$ cat src/lss_regs.vh
// constants for the led sink shift, latch and blanking gate
`ifndef LSS_REGS_VH
`define LSS_REGS_VH
`define LSS_SHIFT_W     25
`define LSS_SINK_W      24
`define LSS_GROUP_W     8
`define LSS_SCALE_W     7
`define LSS_SEL_BIT     24
`define LSS_SCALE_RST   7'h7f
`define LSS_FIFO_DEPTH  8
`define LSS_REST_CYC    3'h3
`define LSS_CLK_NS      25
`define LSS_LINK_NS     200
`endif

$ cat src/lss_fifo.v
// flip-flop fifo with valid and ready on both sides
`timescale 1ns/1ps
`default_nettype none
module lss_fifo #(
    parameter WIDTH = 25,
    parameter DEPTH = 8,
    parameter AW    = 3
) (
    // clock and reset
    input  wire             core_clk,
    input  wire             rstn,
    // write side
    input  wire             in_valid,
    output wire             in_ready,
    input  wire [WIDTH-1:0] in_data,
    // read side
    output wire             out_valid,
    input  wire             out_ready,
    output wire [WIDTH-1:0] out_data
);
    reg [WIDTH-1:0] mem_reg [0:DEPTH-1];
    reg [AW-1:0]    wr_ptr_reg;
    reg [AW-1:0]    rd_ptr_reg;
    reg [AW:0]      count_reg;
    wire            do_wr;
    wire            do_rd;
    integer         i;

    assign in_ready  = (count_reg != DEPTH[AW:0]);
    assign out_valid = (count_reg != {(AW+1){1'b0}});
    assign out_data  = mem_reg[rd_ptr_reg];
    assign do_wr     = in_valid && in_ready;
    assign do_rd     = out_valid && out_ready;

    // pointers, count and storage
    always @(posedge core_clk or negedge rstn) begin
        if (!rstn) begin
            wr_ptr_reg <= {AW{1'b0}};
            rd_ptr_reg <= {AW{1'b0}};
            count_reg  <= {(AW+1){1'b0}};
            for (i = 0; i < DEPTH; i = i + 1) begin
                mem_reg[i] <= {WIDTH{1'b0}};
            end
        end else begin
            if (do_wr) begin
                mem_reg[wr_ptr_reg] <= in_data;
                wr_ptr_reg          <= (wr_ptr_reg == DEPTH[AW-1:0] - 1'b1) ?
                                       {AW{1'b0}} : wr_ptr_reg + 1'b1;
            end
            if (do_rd) begin
                rd_ptr_reg <= (rd_ptr_reg == DEPTH[AW-1:0] - 1'b1) ?
                              {AW{1'b0}} : rd_ptr_reg + 1'b1;
            end
            if (do_wr && !do_rd) begin
                count_reg <= count_reg + 1'b1;
            end else if (do_rd && !do_wr) begin
                count_reg <= count_reg - 1'b1;
            end
        end
    end
endmodule
`default_nettype wire

$ cat src/lss_sync.v
// two flip-flop synchroniser for one level
`timescale 1ns/1ps
`default_nettype none
module lss_sync (
    // clock and reset
    input  wire core_clk,
    input  wire rstn,
    // level in and out
    input  wire din,
    output reg  dout
);
    reg meta_reg;
    // first stage feeds only the second
    always @(posedge core_clk or negedge rstn) begin
        if (!rstn) begin
            meta_reg <= 1'b0;
            dout     <= 1'b0;
        end else begin
            meta_reg <= din;
            dout     <= meta_reg;
        end
    end
endmodule
`default_nettype wire

$ cat src/lss_top.v
// serial shift register, output latch and blanking gate for 24 sinks
//
// What this block does
// - each shift clock rise captures the serial input into the register lsb
// - each shift clock rise moves held bits one place toward the msb
// - the shift register is 25 bits, fed serially from the input line
// - serial output shows the register msb, updated at shift clock rise
// - latch strobe rising edge copies the register into the on/off latch when its bit 24 is low and the latch fifo is not full
// - blanking high forces all 24 sinks off
// - blanking low drives each sink from its on/off latch bit
// - three groups of eight sinks, red green blue, each gated alike
// - a latch bit of one turns its sink on, zero turns it off
// - each group holds a 7-bit scale value, loaded when a latched word has bit 24 set
`timescale 1ns/1ps
`default_nettype none
`include "lss_regs.vh"
module lss_top #(
    parameter SHIFT_W = `LSS_SHIFT_W,
    parameter GROUP_W = `LSS_GROUP_W,
    parameter SCALE_W = `LSS_SCALE_W
) (
    // clock and reset
    input  wire               core_clk,
    input  wire               rstn,
    // serial link pins
    input  wire               shift_clk,
    input  wire               serial_in_line,
    input  wire               latch_strobe,
    input  wire               blank_in,
    output reg                serial_out_line,
    // sink controls
    output reg  [GROUP_W-1:0] red_sinks,
    output reg  [GROUP_W-1:0] green_sinks,
    output reg  [GROUP_W-1:0] blue_sinks,
    // group current scale values
    output reg  [SCALE_W-1:0] red_scale,
    output reg  [SCALE_W-1:0] green_scale,
    output reg  [SCALE_W-1:0] blue_scale,
    // latch fifo back-pressure
    output reg                latch_overrun
);
    localparam SINK_W = 3 * GROUP_W;

    ////////////////////////////////////////////////////////////////////////
    // pin synchronisers
    wire sclk_s;
    wire ser_s;
    wire stb_s;
    wire blank_s;

    // shift clock and data pass equal depth, so they stay aligned
    lss_sync u_sync_sclk (
        .core_clk (core_clk),
        .rstn     (rstn),
        .din      (shift_clk),
        .dout     (sclk_s)
    );
    lss_sync u_sync_ser (
        .core_clk (core_clk),
        .rstn     (rstn),
        .din      (serial_in_line),
        .dout     (ser_s)
    );
    lss_sync u_sync_stb (
        .core_clk (core_clk),
        .rstn     (rstn),
        .din      (latch_strobe),
        .dout     (stb_s)
    );
    lss_sync u_sync_blank (
        .core_clk (core_clk),
        .rstn     (rstn),
        .din      (blank_in),
        .dout     (blank_s)
    );

    ////////////////////////////////////////////////////////////////////////
    // edge detection on synchronised shift clock and strobe
    reg  sclk_d_reg;
    reg  stb_d_reg;
    wire sclk_rise;
    wire stb_rise;

    assign sclk_rise = sclk_s && !sclk_d_reg;
    assign stb_rise  = stb_s && !stb_d_reg;

    // delays reset low, the idle level of both pins, so no false edge
    always @(posedge core_clk or negedge rstn) begin
        if (!rstn) begin
            sclk_d_reg <= 1'b0;
            stb_d_reg  <= 1'b0;
        end else begin
            sclk_d_reg <= sclk_s;
            stb_d_reg  <= stb_s;
        end
    end

    ////////////////////////////////////////////////////////////////////////
    // common shift register
    reg  [SHIFT_W-1:0] shift_reg;
    wire [SHIFT_W-1:0] shift_next;

    // data aligned with the clock by equal sync depth, sampled at its rise
    assign shift_next = {shift_reg[SHIFT_W-2:0], ser_s};

    always @(posedge core_clk or negedge rstn) begin
        if (!rstn) begin
            shift_reg       <= {SHIFT_W{1'b0}};
            serial_out_line <= 1'b0;
        end else if (sclk_rise) begin
            shift_reg       <= shift_next;
            serial_out_line <= shift_next[SHIFT_W-1];
        end
    end

    ////////////////////////////////////////////////////////////////////////
    // latch fifo: each strobe snapshot queues for the latch stage unless the fifo is full
    wire               fifo_in_ready;
    wire               fifo_out_valid;
    wire [SHIFT_W-1:0] fifo_out_data;
    reg                apply_ready_reg;

    lss_fifo #(
        .WIDTH (SHIFT_W),
        .DEPTH (`LSS_FIFO_DEPTH),
        .AW    (3)
    ) u_fifo (
        .core_clk  (core_clk),
        .rstn      (rstn),
        .in_valid  (stb_rise),
        .in_ready  (fifo_in_ready),
        .in_data   (shift_reg),
        .out_valid (fifo_out_valid),
        .out_ready (apply_ready_reg),
        .out_data  (fifo_out_data)
    );

    ////////////////////////////////////////////////////////////////////////
    // latch stage state machine: idle, apply one entry, then rest
    localparam ST_IDLE  = 3'b001;
    localparam ST_APPLY = 3'b010;
    localparam ST_REST  = 3'b100;

    reg [2:0]         state_reg;
    reg [2:0]         state_next;
    reg [2:0]         rest_cnt_reg;
    reg [SINK_W-1:0]  onoff_reg;
    reg [SCALE_W-1:0] scale_r_reg;
    reg [SCALE_W-1:0] scale_g_reg;
    reg [SCALE_W-1:0] scale_b_reg;

    // apply one word, then rest: the drain is slower than the fastest strobe
    // train, so a burst can fill the fifo and the overrun pulse is reachable
    always @* begin
        case (state_reg)
            ST_IDLE:  state_next = fifo_out_valid ? ST_APPLY : ST_IDLE;
            ST_APPLY: state_next = ST_REST;
            ST_REST:  state_next = (rest_cnt_reg == 3'h0) ? ST_IDLE : ST_REST;
            default:  state_next = ST_IDLE;
        endcase
    end

    always @(posedge core_clk or negedge rstn) begin
        if (!rstn) begin
            state_reg       <= ST_IDLE;
            rest_cnt_reg    <= 3'h0;
            apply_ready_reg <= 1'b0;
            onoff_reg       <= {SINK_W{1'b0}};
            scale_r_reg     <= `LSS_SCALE_RST;
            scale_g_reg     <= `LSS_SCALE_RST;
            scale_b_reg     <= `LSS_SCALE_RST;
        end else begin
            state_reg       <= state_next;
            apply_ready_reg <= (state_next == ST_APPLY);
            // rest count loads as a word is applied and runs down to zero
            if (state_reg == ST_APPLY) begin
                rest_cnt_reg <= `LSS_REST_CYC;
            end else if (rest_cnt_reg != 3'h0) begin
                rest_cnt_reg <= rest_cnt_reg - 3'h1;
            end
            if (state_reg == ST_APPLY) begin
                if (!fifo_out_data[`LSS_SEL_BIT]) begin
                    onoff_reg <= fifo_out_data[SINK_W-1:0];
                end else begin
                    // control word: three scale fields, red lowest
                    scale_r_reg <= fifo_out_data[SCALE_W-1:0];
                    scale_g_reg <= fifo_out_data[2*SCALE_W-1:SCALE_W];
                    scale_b_reg <= fifo_out_data[3*SCALE_W-1:2*SCALE_W];
                end
            end
        end
    end

    ////////////////////////////////////////////////////////////////////////
    // output gating: interleaved bit order, blanking overrides
    reg [GROUP_W-1:0] red_next;
    reg [GROUP_W-1:0] green_next;
    reg [GROUP_W-1:0] blue_next;
    integer           k;

    always @* begin
        red_next   = {GROUP_W{1'b0}};
        green_next = {GROUP_W{1'b0}};
        blue_next  = {GROUP_W{1'b0}};
        for (k = 0; k < GROUP_W; k = k + 1) begin
            red_next[k]   = onoff_reg[3*k]   && !blank_s;
            green_next[k] = onoff_reg[3*k+1] && !blank_s;
            blue_next[k]  = onoff_reg[3*k+2] && !blank_s;
        end
    end

    // registered outputs; scale values are registered alongside the sinks
    always @(posedge core_clk or negedge rstn) begin
        if (!rstn) begin
            red_sinks     <= {GROUP_W{1'b0}};
            green_sinks   <= {GROUP_W{1'b0}};
            blue_sinks    <= {GROUP_W{1'b0}};
            red_scale     <= `LSS_SCALE_RST;
            green_scale   <= `LSS_SCALE_RST;
            blue_scale    <= `LSS_SCALE_RST;
            latch_overrun <= 1'b0;
        end else begin
            red_sinks     <= red_next;
            green_sinks   <= green_next;
            blue_sinks    <= blue_next;
            red_scale     <= scale_r_reg;
            green_scale   <= scale_g_reg;
            blue_scale    <= scale_b_reg;
            latch_overrun <= stb_rise && !fifo_in_ready;
        end
    end
endmodule
`default_nettype wire

$ cat config.mk
export PLATFORM = sky130hd
export DESIGN_NAME = lss_top
export DESIGN_NICKNAME = d
export VERILOG_FILES = /design/src/lss_fifo.v /design/src/lss_sync.v /design/src/lss_top.v
export VERILOG_INCLUDE_DIRS = /design/src /design/src/src
export SDC_FILE = /design/constraint.sdc
export NUM_CORES = 1
export LEC_CHECK = 0
export BUFFER_PORTS_ARGS = -buffer_cell sky130_fd_sc_hd__buf_2
export CAP_MARGIN = 5
export CORE_ASPECT_RATIO = 2
export CORE_MARGIN = 3
export CORE_UTILIZATION = 43
export CTS_CLUSTER_DIAMETER = 100
export CTS_CLUSTER_SIZE = 24
export DETAILED_ROUTE_END_ITERATION = 10
export GPL_TIMING_DRIVEN = 0
export PLACE_DENSITY = 0.66
export SKIP_CTS_REPAIR_TIMING = 1
export SLEW_MARGIN = 0
export SYNTH_ARGS = -nofsm -noshare
export SYNTH_HDL_FRONTEND = slang
export SYNTH_SLANG_ARGS = --single-unit
$ cat constraint.sdc
create_clock -name core_clk -period 3.1 [get_ports core_clk]
set_input_delay 0.31 -clock core_clk [delete_from_list [all_inputs] [get_ports core_clk]]
set_output_delay 0.31 -clock core_clk [all_outputs]
set_load 0.01 [all_outputs]
======== After elaboration in Yosys (flattened, before gate mapping) ========
Index checks and enable logic that the tools add are counted.
storage, ports and cells
  register bits ........................... 344
  input port bits ......................... 6
  output and inout port bits .............. 47
  word-level logic and storage cells ...... 115
cells by class
  add/sub/neg operators ................... 5
  order comparisons ....................... 3
  equality and inequality tests ........... 7
  multiplexer cells ....................... 15
  bitwise logic cells ..................... 3
  reductions and logical operators ........ 45
operators with widths
  kind                                                                   count
  200-bit bitwise mux                                                    1
  25-bit binary-select mux with 3-bit select                             1
  25-bit demux with 3-bit select                                         1
  25-bit 2-to-1 mux                                                      3
  1-bit logical AND                                                      32
  3-bit 2-to-1 mux                                                       5
  3-bit equality test, second input constant                             3
  3-bit case mux with 3 select lines                                     1
  4-bit >= comparator, second input constant                             2
  4-bit 2-to-1 mux                                                       2
  3-bit NOT with 4-bit output                                            2
  3-bit by 1-bit adder with 3-bit output, second input constant          2
  3-bit by 2-bit equality test with 1-bit output, second input constant  2
  1-bit logical NOT                                                      6
  4-bit by 1-bit adder with 4-bit output, second input constant          1
  4-bit by 1-bit < comparator with 1-bit output, second input constant   1
  4-bit != test, second input constant                                   1
  2-bit AND reduction                                                    2
  2-bit nonzero test                                                     2
  4-bit nonzero test                                                     1
  4-bit by 1-bit subtractor with 4-bit output, second input constant     1
  3-bit by 1-bit equality test with 1-bit output, second input constant  1
  3-bit logical NOT                                                      1
  3-bit nonzero test                                                     1
  other kinds (3)                                                        3

======== Longest topological paths before layout ========
Gate-level depths: netlist (run 1).
  depth in word-level cells ............... 7
  gate-level depth with buffers ........... 10
  depth with buffers taken out ............ 9

======== Hierarchy ========
Synthesis (run 1) repeated with hierarchy kept, for this count alone.
unflattened totals
  cell total of the unflattened synthesis .. 838
  area, all modules ....................... 14421.3 sq um
by module, submodules not included
  module    times used  cells an instance  area each (sq um)  seq. area each (sq um)
  lss_fifo  1           575                9848.2             5255.0
  lss_top   1           255                4372.9             3181.8
  lss_sync  4           2                  50.0               50.0

======== Worst setup path after synthesis (run 1) ========
OpenSTA, ideal clock, no wires.
  kind .................................... register to register
  start point ............................. reg u_fifo.count_reg[0]
  end point ............................... reg u_fifo.count_reg[3]
  library setup time ...................... 80 ps
  data arrival time ....................... 2352 ps
  required time ........................... 3020 ps
  slack ................................... 668 ps
  cell stages (with the launch flop) ...... 10
  path buffers ............................ 0
  period minus slack after synthesis ...... 2432 ps
  cells stage by stage .................... dfrtp_1 -> or4_1 -> nand2_1 -> ha_1 -> inv_1 -> ha_1 -> a21o_1 -> a21oi_1 -> mux2i_1 -> xnor2_1
between the ends
  longest elaborated chain between the ends .. 5
  elaborated cells on any way between the ends .. 13
  classes of those cells .................. 2 x add/sub; 1 x eq/ne; 2 x mux; 8 x reduce/logical
RTL lines
  what                                                                                                 line           RTL
  start: declaration                                                                                   lss_fifo.v:24  reg [AW:0] count_reg;
  start signal: assignment                                                                             lss_fifo.v:40  count_reg <= {(AW+1){1'b0}};
  start signal: assignment                                                                             lss_fifo.v:55  count_reg <= count_reg + 1'b1;
  start signal: assignment                                                                             lss_fifo.v:57  count_reg <= count_reg - 1'b1;
  parallel branches: the longest is 5 deep, another holds 4-bit by 1-bit subtractor with 4-bit output  n/a
Several ways; the timed one is not identified. The select of a mux whose other input is x is not followed.
A chain may end at the register's enable or synchronous reset.

======== Final worst setup path (run 1) ========
Ends and elaborated chain as after synthesis.

==> results.sh, run 1 <==
export IMPL_dieArea_mm2=0.0360
export IMPL_relSlewSlack_pct=40.2
export IMPL_dpl_cell_count=1349
export IMPL_numCtsBuffers=18
export IMPL_antenna_found_initial=0
export IMPL_final_util_pct=48.2
export IMPL_drc=0
export IMPL_via_count=7279
export IMPL_synthMuxAreaShare_pct=32.7
export IMPL_worst_ep_arrival_time_ns=3.11
export IMPL_fin_cells=1385
export IMPL_syn_num_nets=878
export IMPL_fill_cells=2846
export IMPL_worst_slew_pin_slew_ns=0.898
export IMPL_first_global_vias=7979
export IMPL_max_stage_delay_ns=0.62
export IMPL_drv_slew=0
export IMPL_synthTopCellsByArea="dfrtp_1 (52%), mux2_2 (23%), mux4_1 (8.6%)"
export IMPL_async_reset_ff_share_pct=100
export IMPL_fin_tns_setup_ns=0
export IMPL_rsz0062_at_grt="no"
export IMPL_final_cell_mix="dfrtp_1 (300), mux2_2 (291), buf_2 (70)"
export IMPL_crit_path_frequent_cell="ha_1"
export IMPL_netlist_area_leader_share_pct=52.0
export IMPL_synth_area_per_cell_um2=16.8
export IMPL_htree_levels=1
export IMPL_peakVddDrop_mv=0.381
export IMPL_end_kind="flip-flop"
export IMPL_critPathMaxFanout=5
export IMPL_clockBufferDepth=3
export IMPL_period_minus_slack_ns=2.66
export IMPL_core_mm2=0.0330
export IMPL_drt_total_wl_mm=28.3
export IMPL_dp_hpwl_mm=18.9
export IMPL_cts_sinks=343
export IMPL_synth_simple_area_share_pct=3.02
export IMPL_initial_utilization_pct=43.7
export IMPL_dieWidth_um=136
export IMPL_synth_compound_area_share_pct=0.459
export IMPL_postSynthCellCount=862
export IMPL_largest_register_ffs=200
export IMPL_nets=958
export IMPL_synth_area_mm2=0.0144
export IMPL_drt_first_iter_violations=325
export IMPL_fin_skew_ns=0.0178
export IMPL_required_ns=3.55
export IMPL_synth_seq_cells=343
export IMPL_io_buffers=52
export IMPL_root_buffer="clkbuf_16"
export IMPL_drt_first_pass_iters=4
export IMPL_finalHoldViolations=0
export IMPL_vias_per_cell=5.26
export IMPL_outcome="finished, final reports clean"
export IMPL_fp_dieH_um=265
export IMPL_cp_cell_sequence="or4_1, nand2_1, ha_1, inv_1, ha_1, a21o_1, a21oi_1, mux2i_1, xnor2_1"
export IMPL_track_usage_pct=16.2
export IMPL_wl_per_cell_um=20.5
export IMPL_hp_class="primary input to async pin"
export IMPL_fp_row_count=94
export IMPL_insertedDiodeCount=0
export IMPL_synth_edf_count=0
export IMPL_syn_to_final_growth_pct=10.2
export IMPL_cp_top_family="simple AND/OR/NAND/NOR gates"
export IMPL_yosys_most_used_dff="dfrtp_1"
export IMPL_grt_pass1_wl_mm=45.3
export IMPL_synth_xor_area_share_pct=0.243
export IMPL_ys_types=44
export IMPL_synth_top_family_by_area="multiplexers"
export IMPL_drt_antenna_violating_nets=0
export IMPL_cp_slowest_cell="or4_1"
export IMPL_max_cap_violations=0
export IMPL_insertion_delay_ns=0.52
export IMPL_hold_slack_ns=0.278
export IMPL_worst_path_buf_inv=1
export IMPL_gp_congestion=0.727
export IMPL_cts_tree="built"
export IMPL_cts_reportedPaths_clkPinSlew_ns=0.10
export IMPL_p_leak_nw=7.79
export IMPL_seq_area_frac_synth_pct=59.8
export IMPL_layout_drive_gt1_share_pct=48.1
export IMPL_grt_ovfl_total=0
export IMPL_rrSetupSlack_ns=0.44
export IMPL_ys_warn_count=0
export IMPL_synth_top_area_cell="dfrtp_1"
export IMPL_synthAdderAreaFrac_pct=0.918
export IMPL_grt_start_max_net_pins=125
export IMPL_io_pins=53
export IMPL_path_class="flip-flop to flip-flop"
export IMPL_powerDensity_mw_per_mm2=790
export IMPL_post_route_period_util_pct=85.7
export IMPL_start_kind="flip-flop"
export IMPL_fmax_mhz=376
export IMPL_setup_viol=0
export IMPL_final_common_cell="dfrtp_1"
## metrics by stage
stage               power [mW]  instance area (um^2)  setup WS, ns
finish                    12.6                 15900         0.442
global route              13.3                 15900         0.259
CTS                       12.8                 15900         0.411
detailed placement        10.1                 15300         0.445
global placement          9.95                 15200         -4.60
floorplan                 8.90                 14400         0.668
## synthesized netlist by cell type, types with 3 or more instances
library cell,n
buf_1,27
mux2_1,4
nor2b_1,26
ha_1,9
nand2_1,6
xnor2_1,3
dfstp_2,43
buf_4,5
inv_1,5
mux2_4,6
mux4_1,47
a21oi_1,4
mux2i_1,5
dfrtp_1,300
mux2_2,291
clkbuf_1,9
buf_2,19
nor2_1,12
and4b_1,3
buf_6,11
## metal layers
| metal | track usage [%] | vias to the layer above | wire (um) |
|---|---|---|---|
| met5 | 0 | - | 0 |
| met4 | 3.76 | 0 | 473 |
| met3 | 1.36 | 29 | 554 |
| met2 | 31.6 | 61 | 16200 |
| met1 | 19.0 | 3909 | 11100 |
| li1 | - | 3280 | - |
## area by class of cell
type | count | area (um^2) | area share (%)
plain buffers | 72 | 397 | 2.49
clock buffers | 30 | 517 | 3.25
clock inverters | 1 | 20.0 | 0.126
inverters | 5 | 18.8 | 0.118
multi-input cells | 442 | 5390 | 33.9
flip-flops and latches | 343 | 8640 | 54.2
well taps | 432 | 541 | 3.39
repair buffers | 60 | 403 | 2.53
## final timing paths
check / startpoint / to / cells after the start
min in group core_clk: u_sync_ser.meta_reg$_DFF_PN0_ / u_sync_ser.dout$_DFF_PN0_ / 0
min reg2reg: u_sync_ser.meta_reg$_DFF_PN0_ / u_sync_ser.dout$_DFF_PN0_ / 0
max in group asynchronous: rstn / scale_r_reg[1]$_DFFE_PN1P_ / 5
max: u_fifo.count_reg[0]$_DFFE_PN0P_ / u_fifo.count_reg[3]$_DFFE_PN0P_ / 9
max reg2reg: u_fifo.count_reg[0]$_DFFE_PN0P_ / u_fifo.count_reg[3]$_DFFE_PN0P_ / 9
min: rstn / u_fifo.mem_reg[17]$_DFFE_PN0P_ / 2
## where the power goes
group / switching [mW] / internal (mW) / total (mW)
Clock: 1.45 / 1.17 / 2.62
Combinational: 1.92 / 2.02 / 3.94
Sequential: 0.455 / 5.56 / 6.01
## cell families (layout without fill, tap and decap cells)
group	after synthesis	in the layout
multiplexers	354	354
AND/OR/NAND/NOR	64	64
flip-flops	343	343
buffers and inverters	77	168
AO/OA/AOI/OAI	10	10
XOR/XNOR	4	4
adder cells (fa/ha/maj)	10	10
Note: power is estimated with default switching activity, not from simulation.
==> inputs of run 2 (changes only) <==
--- a/config.mk
+++ b/config.mk
@@ -10,12 +10,12 @@
 export CAP_MARGIN = 5
 export CORE_ASPECT_RATIO = 2
 export CORE_MARGIN = 3
-export CORE_UTILIZATION = 43
+export CORE_UTILIZATION = 60
 export CTS_CLUSTER_DIAMETER = 100
 export CTS_CLUSTER_SIZE = 24
 export DETAILED_ROUTE_END_ITERATION = 10
 export GPL_TIMING_DRIVEN = 0
-export PLACE_DENSITY = 0.66
+export PLACE_DENSITY = 0.85
 export SKIP_CTS_REPAIR_TIMING = 1
 export SLEW_MARGIN = 0
 export SYNTH_ARGS = -nofsm -noshare
==> run 2 against run 1 <==
Compared with the run above:
- non-clock buffer count decreased by 1
- core utilization increased by 19 points
- sequential power increased by 0.8%
- largest power group unchanged
==> results.sh, run 2 (synthesis gave the netlist of run 1 again) <==
export IMPL_outcome="finished, final reports clean"
export IMPL_power_share_clock_pct=20.5
export IMPL_critPathMaxFanout=5
export IMPL_comb_power_share_pct=31.4
export IMPL_min_path_cells=0
export IMPL_drt_first_pass_iters=4
export IMPL_relSlewSlack_pct=42.5
export IMPL_wl_met2_mm=15.2
export IMPL_gp_congestion=0.759
export IMPL_clockBufferDepth=3
export IMPL_initial_utilization_pct=61.4
export IMPL_cts_tree="built"
export IMPL_whs_endpoint="red_scale[4]$_DFF_PN1_"
export IMPL_layout_drive_gt1_share_pct=48.0
export IMPL_final_common_cell="dfrtp_1"
export IMPL_sequentialPowerShare_pct=48.1
export IMPL_timing_rr_end="u_fifo.count_reg[3]$_DFFE_PN0P_"
export IMPL_cts_reportedPaths_clkPinSlew_ns=0.10
export IMPL_track_usage_pct=22.2
export IMPL_hold_slack_ns=0.346
export IMPL_wl_per_cell_um=22.4
export IMPL_cp_cell_sequence="or4_1, nand2_1, ha_1, inv_1, ha_1, a21o_1, a21oi_1, mux2i_1, xnor2_1"
export IMPL_fill_cells=1574
export IMPL_numCtsBuffers=18
export IMPL_required_ns=3.54
export IMPL_fin_ws_ns=0.352
export IMPL_nets=957
export IMPL_rrSetupSlack_ns=0.35
export IMPL_max_cap_violations=0
export IMPL_dieArea_mm2=0.0261
export IMPL_grt_start_max_net_pins=134
export IMPL_fin_skew_ns=0.0245
export IMPL_start_kind="flip-flop"
export IMPL_worst_slew_pin_slew_ns=0.863
export IMPL_fmax_mhz=364
export IMPL_end_kind="flip-flop"
export IMPL_cp_top_family="simple AND/OR/NAND/NOR gates"
export IMPL_top_layer_used="met4"
export IMPL_cp_depth=9
export IMPL_drv_slew=0
export IMPL_p_switching_mw=3.83
export IMPL_p_total_mw=12.6
export IMPL_drt_total_wl_mm=27.7
export IMPL_drt_first_iter_violations=520
export IMPL_cp_slowest_cell="or4_1"
export IMPL_insertion_delay_ns=0.52
export IMPL_wl_met1_mm=10.7
export IMPL_worst_path_buf_inv=1
export IMPL_reg2reg_depth=9
export IMPL_fp_row_count=79
export IMPL_powerDensity_mw_per_mm2=801
export IMPL_switching_share_pct=30.5
export IMPL_root_buffer="clkbuf_16"
export IMPL_dp_hpwl_mm=17.8
export IMPL_htree_levels=1
export IMPL_insertedDiodeCount=0
export IMPL_dieWidth_um=116
export IMPL_path_class="flip-flop to flip-flop"
export IMPL_max_stage_delay_ns=0.61
export IMPL_io_pins=53
export IMPL_rsz0062_at_grt="no"
export IMPL_hp_start="scale_r_reg[4]$_DFFE_PN1P_"
export IMPL_post_route_period_util_pct=88.7
export IMPL_drc=0
export IMPL_io_buffers=52
export IMPL_pre_cts_ws_ns=0.403
export IMPL_reg2reg_from="u_fifo.count_reg[0]$_DFFE_PN0P_"
export IMPL_hp_class="flip-flop to flip-flop"
export IMPL_grt_ovfl_total=0
export IMPL_drt_antenna_violating_nets=0
export IMPL_via_count=7393
export IMPL_first_global_vias=7836
export IMPL_syn_to_final_growth_pct=8.77
export IMPL_crit_path_frequent_cell="ha_1"
export IMPL_p_int_mw=8.75
export IMPL_finalHoldViolations=0
export IMPL_p_leak_nw=7.78
export IMPL_final_cell_mix="dfrtp_1 (300), mux2_2 (291), buf_2 (70)"
export IMPL_route_met3_wl_um=817
export IMPL_worst_ep_arrival_time_ns=3.19
export IMPL_setup_viol=0
export IMPL_core_mm2=0.0235
export IMPL_fp_dieH_um=225
export IMPL_largest_register_ffs=200
export IMPL_cts_sinks=343
export IMPL_antenna_found_initial=0
export IMPL_period_minus_slack_ns=2.75
export IMPL_vias_per_cell=5.99
export IMPL_peakVddDrop_mv=0.562
export IMPL_grt_pass1_wl_mm=44.2
## run 2: final cells by class
cell class | instances | area (um^2) | share of cell area [%]
flip-flops and latches | 343 | 8640 | 55.0
multi-input cells | 442 | 5390 | 34.3
clock buffers | 30 | 517 | 3.29
plain buffers | 72 | 397 | 2.52
repair buffers | 59 | 375 | 2.39
well taps | 283 | 354 | 2.25
clock inverters | 1 | 20.0 | 0.127
inverters | 5 | 18.8 | 0.119
## run 2: worst max-delay path by stage
stage / startpoint / end / slack, ns
2_1_floorplan: u_fifo.count_reg[0]$_DFFE_PN0P_ / u_fifo.count_reg[3]$_DFFE_PN0P_ / 0.67
3_3_place_gp: rstn / onoff_reg[10]$_DFFE_PN0P_ / -4.43
3_5_place_dp: u_fifo.count_reg[0]$_DFFE_PN0P_ / u_fifo.count_reg[3]$_DFFE_PN0P_ / 0.40
4_1_cts: u_fifo.count_reg[0]$_DFFE_PN0P_ / u_fifo.count_reg[3]$_DFFE_PN0P_ / 0.34
5_1_grt: u_fifo.count_reg[0]$_DFFE_PN0P_ / u_fifo.count_reg[3]$_DFFE_PN0P_ / 0.19
6_report: u_fifo.count_reg[0]$_DFFE_PN0P_ / u_fifo.count_reg[3]$_DFFE_PN0P_ / 0.35
## run 2: through the flow
stage | util [%] | std cells | area (um^2) | TNS [ns]
final | 66.8 | 1235 | 15700 | 0
after global routing | 66.8 | 1235 | 15700 | 0
after CTS | 66.6 | 1230 | 15700 | 0
after detailed placement | 64.3 | 1199 | 15100 | 0
after global placement | 64.0 | 1197 | 15100 | -1413.31
after floorplan | - | 862 | 14400 | 0
## run 2: power by group through the flow
| stage | combinational [mW] | clock [mW] | sequential (mW) |
|---|---|---|---|
| floorplan | 2.89 | 0 | 6.01 |
| global placement | 3.80 | 0 | 6.05 |
| detailed placement | 3.95 | 0 | 6.12 |
| CTS | 4.00 | 2.64 | 6.05 |
| global route | 4.27 | 2.81 | 6.18 |
| finish | 3.95 | 2.58 | 6.06 |
## run 2: routing by layer
metal / global-route usage (%) / vias up
met1: 27.5 / 3959
met3: 2.77 / 48
li1: - / 3273
met4: 7.87 / 0
met2: 39.7 / 113
met5: 0 / -
